### src/spsq_pkg.sv
package spsq_pkg;
    // Cycle figures at 50 MHz; plain defaults where nothing is documented
    localparam int SPSQ_CLK_HZ = 50_000_000;
    localparam int SPSQ_SCAN_TMO_MS = 2000;
    localparam int SPSQ_SCAN_TMO_CYC = SPSQ_SCAN_TMO_MS * (SPSQ_CLK_HZ / 1000);
    localparam int SPSQ_LASER_CHK_US = 500;
    localparam int SPSQ_LASER_CHK_CYC = SPSQ_LASER_CHK_US * (SPSQ_CLK_HZ / 1_000_000);
    localparam int SPSQ_BD_NOM_CYC = 20000;
    localparam int SPSQ_BD_TOL_CYC = 200;
    localparam int SPSQ_SHEET_TMO_MS = 1000;
    localparam int SPSQ_SHEET_TMO_CYC = SPSQ_SHEET_TMO_MS * (SPSQ_CLK_HZ / 1000);
    localparam int SPSQ_LOCK_LINES = 16;
    localparam int SPSQ_MOTOR_SPINUP_CYC = 1000;
    localparam int SPSQ_LAST_ROT_MS = 100;
    localparam int SPSQ_LAST_ROT_CYC = SPSQ_LAST_ROT_MS * (SPSQ_CLK_HZ / 1000);
    localparam logic [2:0] SPSQ_LCTL_OFF = 3'h0;
    localparam logic [2:0] SPSQ_LCTL_FORCE = 3'h7;
    localparam logic [2:0] SPSQ_LCTL_VIDEO = 3'h1;
    localparam logic [2:0] SPSQ_LCTL_ERASE = 3'h3;
    localparam int SPSQ_CNT_W = 32;
endpackage : spsq_pkg

### src/spsq_timer.sv
`timescale 1ns/1ps
// Restartable up-counter with expiry flag
module spsq_timer #(
    parameter int W = 32
) (
    // Clock and reset
    input wire logic clock_i,
    input wire logic nrst_i,
    // Control
    input wire logic clear_i,
    input wire logic run_i,
    input wire logic [W-1:0] limit_i,
    // Status
    output logic [W-1:0] count_o,
    output logic expired_o
);
    always_ff @(posedge clock_i) begin
        if (!nrst_i || clear_i) begin
            count_o <= '0;
        end else if (run_i && count_o != limit_i) begin
            count_o <= count_o + W'(1);
        end
    end

    assign expired_o = run_i && (count_o == limit_i);
endmodule : spsq_timer

### src/spsq_bd_meter.sv
`timescale 1ns/1ps
// Beam-detect edge finder and interval measurement
module spsq_bd_meter #(
    parameter int W = 32
) (
    // Clock and reset
    input wire logic clock_i,
    input wire logic nrst_i,
    // Beam detect, active low
    input wire logic beam_detect_in_n_i,
    // Window
    input wire logic [W-1:0] nom_i,
    input wire logic [W-1:0] tol_i,
    // Results
    output logic bd_pulse_o,
    output logic [W-1:0] interval_o,
    output logic in_window_o,
    output logic seen_o
);
    logic bd_d_r;
    logic [W-1:0] run_r;

    always_ff @(posedge clock_i) begin
        if (!nrst_i) begin
            bd_d_r <= 1'b1;
        end else begin
            bd_d_r <= beam_detect_in_n_i;
        end
    end

    assign bd_pulse_o = bd_d_r && !beam_detect_in_n_i;

    always_ff @(posedge clock_i) begin
        if (!nrst_i) begin
            run_r <= '0;
            interval_o <= '0;
            seen_o <= 1'b0;
        end else if (bd_pulse_o) begin
            run_r <= '0;
            interval_o <= run_r;
            seen_o <= 1'b1;
        end else if (run_r != '1) begin
            run_r <= run_r + W'(1);
        end
    end

    // Live interval check, also catches a missing pulse
    assign in_window_o = (run_r <= nom_i + tol_i) &&
        (!bd_pulse_o || run_r + tol_i >= nom_i);
endmodule : spsq_bd_meter

### src/spsq_sequencer.sv
`timescale 1ns/1ps
// Function
// - A print command asserts the scanner speed drive so the mirror motor spins.
// - Once the scanner turns, the laser-control lines force emission to obtain beam detect.
// - Scanner speed is derived from beam-detect timing and the drive is adjusted to hold it.
// - Video is forwarded as two differential pairs only while the scanner is at constant speed.
// - The laser path carries two independent video channels, one per diode.
// - Missing laser intensity after the forced-on check time is a laser failure; the code checks only if the scanner has not locked by then.
// - A beam-detect interval outside the window during printing is a beam-detect failure.
// - A scanner not locked within the start-up timeout is a scanner start-up failure.
// - The laser fires for drum charge elimination only in the final post-print rotation.
// - A print command turns on the feed, drum and scanner motors.
// - After the motors run, the feed clutch engages and then the pickup solenoid fires.
// - Media at the pre-feed sensor releases the clutch to stage the sheet.
// - The clutch re-engages on the staged sheet only once the scanner is ready.
// - Media not arriving at or clearing a path sensor in time halts the engine with a jam.
// - A jam stops the print in progress and notifies the formatter.
module spsq_sequencer
    import spsq_pkg::*;
#(
    parameter int SCAN_TMO_CYC = spsq_pkg::SPSQ_SCAN_TMO_CYC,
    parameter int LASER_CHK_CYC = spsq_pkg::SPSQ_LASER_CHK_CYC,
    parameter int BD_NOM_CYC = spsq_pkg::SPSQ_BD_NOM_CYC,
    parameter int BD_TOL_CYC = spsq_pkg::SPSQ_BD_TOL_CYC,
    parameter int SHEET_TMO_CYC = spsq_pkg::SPSQ_SHEET_TMO_CYC,
    parameter int LOCK_LINES = spsq_pkg::SPSQ_LOCK_LINES,
    parameter int SPINUP_CYC = spsq_pkg::SPSQ_MOTOR_SPINUP_CYC,
    parameter int LAST_ROT_CYC = spsq_pkg::SPSQ_LAST_ROT_CYC
) (
    // Clock and reset
    input wire logic clock_i,
    input wire logic nrst_i,
    // Formatter
    input wire logic print_cmd_i,
    input wire logic video_ch1_i,
    input wire logic video_ch2_i,
    output logic laser_fail_o,
    output logic bd_fail_o,
    output logic scanner_fail_o,
    output logic jam_o,
    output logic busy_o,
    // Laser/scanner unit
    output logic scanner_speed_drive_n_o,
    output logic laser_ctl_0_o,
    output logic laser_ctl_1_o,
    output logic laser_ctl_2_o,
    input wire logic beam_detect_in_n_i,
    input wire logic laser_intensity_ok_i,
    output logic video_ch1_p_o,
    output logic video_ch1_n_o,
    output logic video_ch2_p_o,
    output logic video_ch2_n_o,
    // Paper path
    output logic feed_motor_o,
    output logic drum_motor_o,
    output logic feed_clutch_o,
    output logic tray2_pickup_solenoid_o,
    input wire logic prefeed_sensor_i,
    input wire logic top_of_page_sensor_i,
    input wire logic delivery_sensor_i
);
    import spsq_pkg::*;

    typedef enum logic [3:0] {
        SPSQ_IDLE, SPSQ_SPIN, SPSQ_CLUTCH, SPSQ_PICK, SPSQ_STAGED, SPSQ_ADV,
        SPSQ_TOP, SPSQ_DELIV, SPSQ_CLEAR, SPSQ_ERASE, SPSQ_HALT
    } spsq_state_t;

    localparam int W = SPSQ_CNT_W;

    spsq_state_t state_r, state_nxt;
    logic bd_pulse, bd_inwin, bd_seen_r;
    logic [W-1:0] bd_int;
    logic [W-1:0] tmo_cnt, scan_cnt;
    logic tmo_exp, scan_exp, tmo_clr, state_chg;
    logic locked_r;
    logic [7:0] lock_cnt_r;
    logic laser_checked_r;
    logic scanning;
    logic fault;

    ////////////////////////////////////////////////////////////////////////////
    // Helpers
    spsq_bd_meter #(.W(W)) u_bd (
        .clock_i(clock_i),
        .nrst_i(nrst_i),
        .beam_detect_in_n_i(beam_detect_in_n_i),
        .nom_i(W'(BD_NOM_CYC)),
        .tol_i(W'(BD_TOL_CYC)),
        .bd_pulse_o(bd_pulse),
        .interval_o(bd_int),
        .in_window_o(bd_inwin),
        .seen_o()
    );

    // Per-state watchdog, restarted on every state change
    spsq_timer #(.W(W)) u_tmo (
        .clock_i(clock_i),
        .nrst_i(nrst_i),
        .clear_i(tmo_clr),
        .run_i(state_r != SPSQ_IDLE && state_r != SPSQ_HALT),
        .limit_i(state_r == SPSQ_SPIN ? W'(SPINUP_CYC) :
            state_r == SPSQ_ERASE ? W'(LAST_ROT_CYC) : W'(SHEET_TMO_CYC)),
        .count_o(tmo_cnt),
        .expired_o(tmo_exp)
    );

    // Scanner start-up timer, from drive on until lock
    spsq_timer #(.W(W)) u_scan (
        .clock_i(clock_i),
        .nrst_i(nrst_i),
        .clear_i(!scanning),
        .run_i(scanning && !locked_r),
        .limit_i(W'(SCAN_TMO_CYC)),
        .count_o(scan_cnt),
        .expired_o(scan_exp)
    );

    assign state_chg = state_nxt != state_r;
    assign tmo_clr = state_chg;
    assign scanning = state_r != SPSQ_IDLE && state_r != SPSQ_HALT;
    assign fault = laser_fail_o || bd_fail_o || scanner_fail_o || jam_o;

    ////////////////////////////////////////////////////////////////////////////
    // Sequencer
    always_comb begin
        state_nxt = state_r;
        case (state_r)
            SPSQ_IDLE: if (print_cmd_i) state_nxt = SPSQ_SPIN;
            SPSQ_SPIN: if (tmo_exp) state_nxt = SPSQ_CLUTCH;
            SPSQ_CLUTCH: state_nxt = SPSQ_PICK;
            SPSQ_PICK: begin
                if (prefeed_sensor_i) state_nxt = SPSQ_STAGED;
                else if (tmo_exp) state_nxt = SPSQ_HALT;
            end
            SPSQ_STAGED: if (locked_r) state_nxt = SPSQ_ADV;
            SPSQ_ADV: begin
                if (top_of_page_sensor_i) state_nxt = SPSQ_TOP;
                else if (tmo_exp) state_nxt = SPSQ_HALT;
            end
            SPSQ_TOP: begin
                if (delivery_sensor_i) state_nxt = SPSQ_DELIV;
                else if (tmo_exp) state_nxt = SPSQ_HALT;
            end
            SPSQ_DELIV: begin
                if (!delivery_sensor_i && !top_of_page_sensor_i &&
                    !prefeed_sensor_i) state_nxt = SPSQ_ERASE;
                else if (tmo_exp) state_nxt = SPSQ_HALT;
            end
            SPSQ_ERASE: if (tmo_exp) state_nxt = SPSQ_IDLE;
            SPSQ_HALT: state_nxt = SPSQ_HALT;
            default: state_nxt = SPSQ_IDLE;
        endcase
        if (state_r != SPSQ_IDLE && state_r != SPSQ_HALT &&
            (laser_fail_o || bd_fail_o || scanner_fail_o)) begin
            state_nxt = SPSQ_HALT;
        end
    end

    always_ff @(posedge clock_i) begin
        if (!nrst_i) begin
            state_r <= SPSQ_IDLE;
        end else begin
            state_r <= state_nxt;
        end
    end

    ////////////////////////////////////////////////////////////////////////////
    // Speed lock from beam-detect timing
    always_ff @(posedge clock_i) begin
        if (!nrst_i || !scanning) begin
            lock_cnt_r <= 8'h00;
            locked_r <= 1'b0;
        end else if (bd_pulse) begin
            if (bd_inwin) begin
                if (lock_cnt_r != 8'(LOCK_LINES)) lock_cnt_r <= lock_cnt_r + 8'h01;
                if (lock_cnt_r + 8'h01 >= 8'(LOCK_LINES)) locked_r <= 1'b1;
            end else if (!locked_r) begin
                lock_cnt_r <= 8'h00;
            end
        end
    end

    // Drive on (low) while too slow, coast while too fast; full drive until the
    // first beam detect of this job, so a later print spins up from rest again
    always_ff @(posedge clock_i) begin
        if (!nrst_i || !scanning) begin
            scanner_speed_drive_n_o <= 1'b1;
            bd_seen_r <= 1'b0;
        end else if (!bd_seen_r) begin
            scanner_speed_drive_n_o <= 1'b0;
            bd_seen_r <= bd_pulse;
        end else if (bd_pulse) begin
            scanner_speed_drive_n_o <= !(bd_int > W'(BD_NOM_CYC));
        end
    end

    ////////////////////////////////////////////////////////////////////////////
    // Laser control and video
    always_ff @(posedge clock_i) begin
        if (!nrst_i) begin
            {laser_ctl_2_o, laser_ctl_1_o, laser_ctl_0_o} <= SPSQ_LCTL_OFF;
        end else if (state_r == SPSQ_ERASE) begin
            {laser_ctl_2_o, laser_ctl_1_o, laser_ctl_0_o} <= SPSQ_LCTL_ERASE;
        end else if (scanning && locked_r) begin
            {laser_ctl_2_o, laser_ctl_1_o, laser_ctl_0_o} <= SPSQ_LCTL_VIDEO;
        end else if (scanning) begin
            {laser_ctl_2_o, laser_ctl_1_o, laser_ctl_0_o} <= SPSQ_LCTL_FORCE;
        end else begin
            {laser_ctl_2_o, laser_ctl_1_o, laser_ctl_0_o} <= SPSQ_LCTL_OFF;
        end
    end

    // Each channel on its own pair; idle pairs rest at 0/1
    always_ff @(posedge clock_i) begin
        if (!nrst_i || !(scanning && locked_r && state_r != SPSQ_ERASE)) begin
            video_ch1_p_o <= 1'b0;
            video_ch1_n_o <= 1'b1;
            video_ch2_p_o <= 1'b0;
            video_ch2_n_o <= 1'b1;
        end else begin
            video_ch1_p_o <= video_ch1_i;
            video_ch1_n_o <= !video_ch1_i;
            video_ch2_p_o <= video_ch2_i;
            video_ch2_n_o <= !video_ch2_i;
        end
    end

    ////////////////////////////////////////////////////////////////////////////
    // Failure flags, sticky until the next print command from idle
    always_ff @(posedge clock_i) begin
        if (!nrst_i || (state_r == SPSQ_IDLE && print_cmd_i)) begin
            laser_checked_r <= 1'b0;
            laser_fail_o <= 1'b0;
        end else if (scanning && !laser_checked_r && scan_cnt == W'(LASER_CHK_CYC)) begin
            laser_checked_r <= 1'b1;
            laser_fail_o <= !laser_intensity_ok_i;
        end
    end

    always_ff @(posedge clock_i) begin
        if (!nrst_i || (state_r == SPSQ_IDLE && print_cmd_i)) begin
            bd_fail_o <= 1'b0;
            scanner_fail_o <= 1'b0;
        end else begin
            if (locked_r && state_r != SPSQ_ERASE && !bd_inwin) bd_fail_o <= 1'b1;
            if (scan_exp) scanner_fail_o <= 1'b1;
        end
    end

    always_ff @(posedge clock_i) begin
        if (!nrst_i || (state_r == SPSQ_IDLE && print_cmd_i)) begin
            jam_o <= 1'b0;
        end else if (state_nxt == SPSQ_HALT && state_r != SPSQ_HALT && !fault &&
            !(laser_fail_o || bd_fail_o || scanner_fail_o)) begin
            jam_o <= 1'b1;
        end
    end

    ////////////////////////////////////////////////////////////////////////////
    // Motors, clutch and solenoid
    always_ff @(posedge clock_i) begin
        if (!nrst_i) begin
            feed_motor_o <= 1'b0;
            drum_motor_o <= 1'b0;
            feed_clutch_o <= 1'b0;
            tray2_pickup_solenoid_o <= 1'b0;
        end else begin
            feed_motor_o <= state_nxt != SPSQ_IDLE && state_nxt != SPSQ_HALT;
            drum_motor_o <= state_nxt != SPSQ_IDLE && state_nxt != SPSQ_HALT;
            feed_clutch_o <= state_nxt == SPSQ_CLUTCH || state_nxt == SPSQ_PICK ||
                state_nxt == SPSQ_ADV || state_nxt == SPSQ_TOP;
            tray2_pickup_solenoid_o <= state_nxt == SPSQ_PICK;
        end
    end

    assign busy_o = scanning;

    ////////////////////////////////////////////////////////////////////////////
    // Assertions
    property p_vid_gated;
        @(posedge clock_i) disable iff (!nrst_i)
        (video_ch1_p_o || video_ch2_p_o) |-> $past(locked_r);
    endproperty
    a_vid_gated: assert property (p_vid_gated) else $error("video while unlocked");
    property p_pairs;
        @(posedge clock_i) disable iff (!nrst_i)
        (video_ch1_p_o != video_ch1_n_o) && (video_ch2_p_o != video_ch2_n_o);
    endproperty
    a_pairs: assert property (p_pairs) else $error("pair not differential");
    property p_start;
        @(posedge clock_i) disable iff (!nrst_i)
        (state_r == SPSQ_IDLE && print_cmd_i) |=> (feed_motor_o && drum_motor_o);
    endproperty
    a_start: assert property (p_start) else $error("motors not started");
    property p_stage;
        @(posedge clock_i) disable iff (!nrst_i)
        (state_r == SPSQ_STAGED) |-> !feed_clutch_o;
    endproperty
    a_stage: assert property (p_stage) else $error("clutch on while staged");
    property p_ready;
        @(posedge clock_i) disable iff (!nrst_i)
        (state_r == SPSQ_ADV) |-> locked_r;
    endproperty
    a_ready: assert property (p_ready) else $error("advance before ready");
    property p_erase;
        @(posedge clock_i) disable iff (!nrst_i)
        ({laser_ctl_2_o, laser_ctl_1_o, laser_ctl_0_o} == SPSQ_LCTL_ERASE) |->
            $past(state_r) == SPSQ_ERASE;
    endproperty
    a_erase: assert property (p_erase) else $error("erase outside last rotation");
    property p_scanfail;
        @(posedge clock_i) disable iff (!nrst_i)
        scan_exp |=> scanner_fail_o;
    endproperty
    a_scanfail: assert property (p_scanfail) else $error("scanner fail missed");
    property p_jam_halt;
        @(posedge clock_i) disable iff (!nrst_i)
        $rose(jam_o) |-> state_r == SPSQ_HALT ##1 !feed_motor_o;
    endproperty
    a_jam_halt: assert property (p_jam_halt) else $error("jam without halt");
    property p_force;
        @(posedge clock_i) disable iff (!nrst_i)
        (scanning && !locked_r && state_r != SPSQ_ERASE) |=>
            ({laser_ctl_2_o, laser_ctl_1_o, laser_ctl_0_o} == SPSQ_LCTL_FORCE || !scanning ||
            locked_r || state_r == SPSQ_ERASE);
    endproperty
    a_force: assert property (p_force) else $error("laser not forced");
    c_lock: cover property (@(posedge clock_i) disable iff (!nrst_i) $rose(locked_r));
    c_jam: cover property (@(posedge clock_i) disable iff (!nrst_i) $rose(jam_o));
    c_done: cover property (@(posedge clock_i) disable iff (!nrst_i)
        state_r == SPSQ_ERASE ##1 state_r == SPSQ_IDLE);
endmodule : spsq_sequencer

### config.mk
export PLATFORM = sky130hd
export DESIGN_NAME = spsq_sequencer
export DESIGN_NICKNAME = d
export VERILOG_FILES = /design/src/spsq_pkg.sv /design/src/spsq_timer.sv /design/src/spsq_bd_meter.sv /design/src/spsq_sequencer.sv
export SDC_FILE = /design/constraint.sdc
export NUM_CORES = 1
export LEC_CHECK = 0
export BUFFER_PORTS_ARGS = -buffer_cell sky130_fd_sc_hd__buf_2
export CORE_ASPECT_RATIO = 0.8
export CORE_MARGIN = 4
export CORE_UTILIZATION = 31
export CTS_CLUSTER_SIZE = 16
export DETAILED_ROUTE_END_ITERATION = 12
export MAX_ROUTING_LAYER = met4
export PLACE_DENSITY_LB_ADDON = 0.1
export SYNTH_ARGS = -nofsm -noshare
export SYNTH_HDL_FRONTEND = slang
export SYNTH_SLANG_ARGS = --single-unit
### constraint.sdc
create_clock -name clock_i -period 5.5 [get_ports clock_i]
set_clock_uncertainty 0.2 [all_clocks]
set_input_delay 0.275 -clock clock_i [delete_from_list [all_inputs] [get_ports clock_i]]
set_output_delay 0.275 -clock clock_i [all_outputs]
set_load 0.01 [all_outputs]
==> impl_results.md <==
- Top cells by area, synth: dfxtp_1 (37%), nand2_1 (6.4%), nor2_1 (6.2%)
- Synth top cells by count: dfxtp_1 (159), nand2_1 (146), nor2_1 (141)
- Worst skew pair latency: 430 ps
- Post-DP HPWL: 16.0 mm
- DRC Markers: 0
- Worst Hold Class: in2reg
- Final core utilization: 0.353
- Detailed Routing Iterations Pass 1: 4
- Synth top area share: 0.375
- Htree depth: 4
- First-pass GRT wire length: 37.0 mm
- Worst path cell trace: ha_1 > a211oi_1 > or4_4 > a2111o_1 > a2111oi_2 > nand4_1 > nor4_4 > nand3_1 > o211a_1
- R2R cell count: 9
- Synth cell types: 77
- WP depth: 9
- Cell with the most instances after synthesis: dfxtp_1
- Pwr/cell area: 253 nW/um2
- Die area: 30100 um2
- Post-DRT Antenna Nets: 0
- Tcrit/Tclk final: 0.652
- Placement row count: 53
- Share of layout cells above drive strength 1: 0.0747
- Hold_sp: print_cmd_i
- Wire per inst: 15.6 um
- Seq/Total Area, Yosys: 0.375
- Port bufs: 26
- Overflow after GRT: 0
- Crit Path Max Fanout: 10
- CP Capture Type: register
- Post-CTS Setup Inserts: 0
- Slew @ Worst Pin: approximately 1100 ps
- CTS tree: built
- Flop and latch count out of synthesis: 159
- Vias in the first global route: 6897
- WS Path Type: reg2reg
- Critical path startpoint: u_bd.run_r[3]$_SDFFE_PP0P_
- Placed Instances: between 1000 and 1500
- Synth area leader: dfxtp_1
- Min Hold Slack: 87.4 ps
- Clk buf depth: 2
- Bufs and invs on worst path: 0
- FF-to-FF End: lock_cnt_r[6]$_SDFFE_PP0P_
- CTS root buffer: clkbuf_16
- Pins Over Slew Limit: 0
- Hold path depth: 4
- Maximum vdd drop: 0.229 mV
- Vias post-DR: 7410
- R2R setup slack: 1920 ps
- Avg Cell Area, Syn: 7.80 um2
- Worst path slowest cell: dfxtp_1
- # IOs: 27
- Status: finished clean
- CTS Sinks: 159
- Core area: 26700 um2
- Synth Flop Type: dfxtp_1
- Critical Path AT: 3700 ps
- Critical Path Source Type: register
- Initial antenna violation count: 0
- P_leak: 2.99 nW
- Post-Layout Cell Count: 1441
- Largest delay contributor family on the critical path: simple AND/OR/NAND/NOR gates
- Post-Syn Nets: approximately 1100
- Routed WL: 22.4 mm
- CP peak stage delay: 550 ps
- CTS Buf Count: 17
- Final Critical Period: about 3600 ps
- Tot GR Track Use: 0.158
- F_max: 279 MHz
- MaxCap Viol Count: 0
- Die Ht: ~160 um
- Antenna diodes: 0
- Largest net degree at the start of global routing: 45
- WP data required: about 5600 ps
- Fin nets: between 1000 and 1500
- Max_slew headroom: 0.238
- Via/cell ratio: 5.14
- Critical R2R Launch: u_bd.run_r[3]$_SDFFE_PP0P_
- DR iter-0 viols: 507
- Area added between synthesis and finish: 10.7%
- End of the critical path: lock_cnt_r[6]$_SDFFE_PP0P_
- Hold Fails Final Rpt: 0
- Reg clk slew, reported paths: 70 ps
- Synthesized instance count: 1089
- Fraction of registers with async set/reset: 0
- Die W: around 190 um
- Setup TNS: 0 ps
- RSZ-0062 raised after global routing: false
- Yosys warns: 0
- Number of flops mapped to enable cells by yosys: 0
- Initial core utilization: 0.319
- Final setup fails: 0
- Post-Syn Area: 8500 um2
- RD Place Congestion: ~0.85
-- state kept, by name, summed over array words and instances (netlist names), 4 cells and up --
| name | count |
|---|---|
| u_bd.interval_o | 32 |
| u_tmo.count_o | 32 |
| u_bd.run_r | 32 |
| lock_cnt_r | 8 |
| state_r | 4 |
| u_scan.count_o | 32 |
-- area by class of cell --
type | count | area [um2]
multi-input combinational | 821 | 4880
timing repair buffer | 36 | 215
sequential | 159 | 3180
inverter | 37 | 139
clock buffer | 21 | 450
fill | 2820 | 17200
tap | 357 | 447
clock inverter | 10 | 91.3
-- layer usage --
metal / track usage / share of wire / up-vias
met5: - / 0 / -
met4: 0.0435 / 0.010 / 0
met3: 0.0268 / 0.039 / 16
met2: 0.212 / 0.41 / 136
met1: 0.240 / 0.55 / 3463
li1: - / - / 3795
-- worst min path at each step --
stage                                      end  slack, ps
6_report           scanner_fail_o$_SDFFE_PP0P_         90
5_1_grt                     jam_o$_SDFFE_PP0P_        130
4_1_cts            scanner_fail_o$_SDFFE_PP0P_         80
3_5_place_dp   u_bd.interval_o[5]$_SDFFE_PN0P_        260
3_3_place_gp   u_bd.interval_o[3]$_SDFFE_PN0P_        250
2_1_floorplan        laser_fail_o$_SDFFE_PP0P_        170
-- placed cells by master, fill, tap and decap left out, drive strengths merged, types with 32 or more instances in the layout --
cell | netlist | final
xor2 | 35 | 35
dfxtp | 159 | 159
nor4 | 34 | 34
nor2 | 141 | 141
nand3 | 51 | 51
nand4 | 45 | 45
xnor2 | 53 | 53
buf | 16 | 32
nand2 | 146 | 146
a21boi | 34 | 34
a21oi | 35 | 35
inv | 36 | 36
-- tightest hold or removal path: stages --
cell and delay (ps):
buf_2 120, nand3_1 70, nand2_1 150, nor2_1 60
-- per-stage QoR --
stage	instance area (um2)	worst slack, ps	total power, W
2_1_floorplan	8500	2430	0.00126
3_3_place_gp	8830	1950	0.00130
3_5_place_dp	8830	1950	0.00130
4_1_cts	9410	1930	0.00243
5_1_grt	9410	1500	0.00248
6_report	9410	1920	0.00238
-- timing repair --
item | CTS | global route
hold buffers | 4 | 0
endpoints found under the hold margin | 6 | 0
gates resized for setup | 0 | 0
-- power breakdown --
| part | total (W) | switching (W) | internal (W) |
|---|---|---|---|
| clock | 0.00111 | 0.000482 | 0.000630 |
| sequential | 0.00116 | 0.00000757 | 0.00116 |
| combinational | 0.000105 | 0.0000719 | 0.0000327 |
-- cell families (layout without fill, tap and decap cells) --
logic type	Yosys count	in the layout	synth area share
multiplexers	3	3	0.00368
flip-flops	159	159	0.375
adder cells (fa/ha/maj)	10	10	0.0147
AO/OA/AOI/OAI	166	166	0.136
AND/OR/NAND/NOR	554	554	0.329
XOR/XNOR	88	88	0.0907
buffers and inverters	109	104	0.0515
Power figures use the tool's default switching activity.
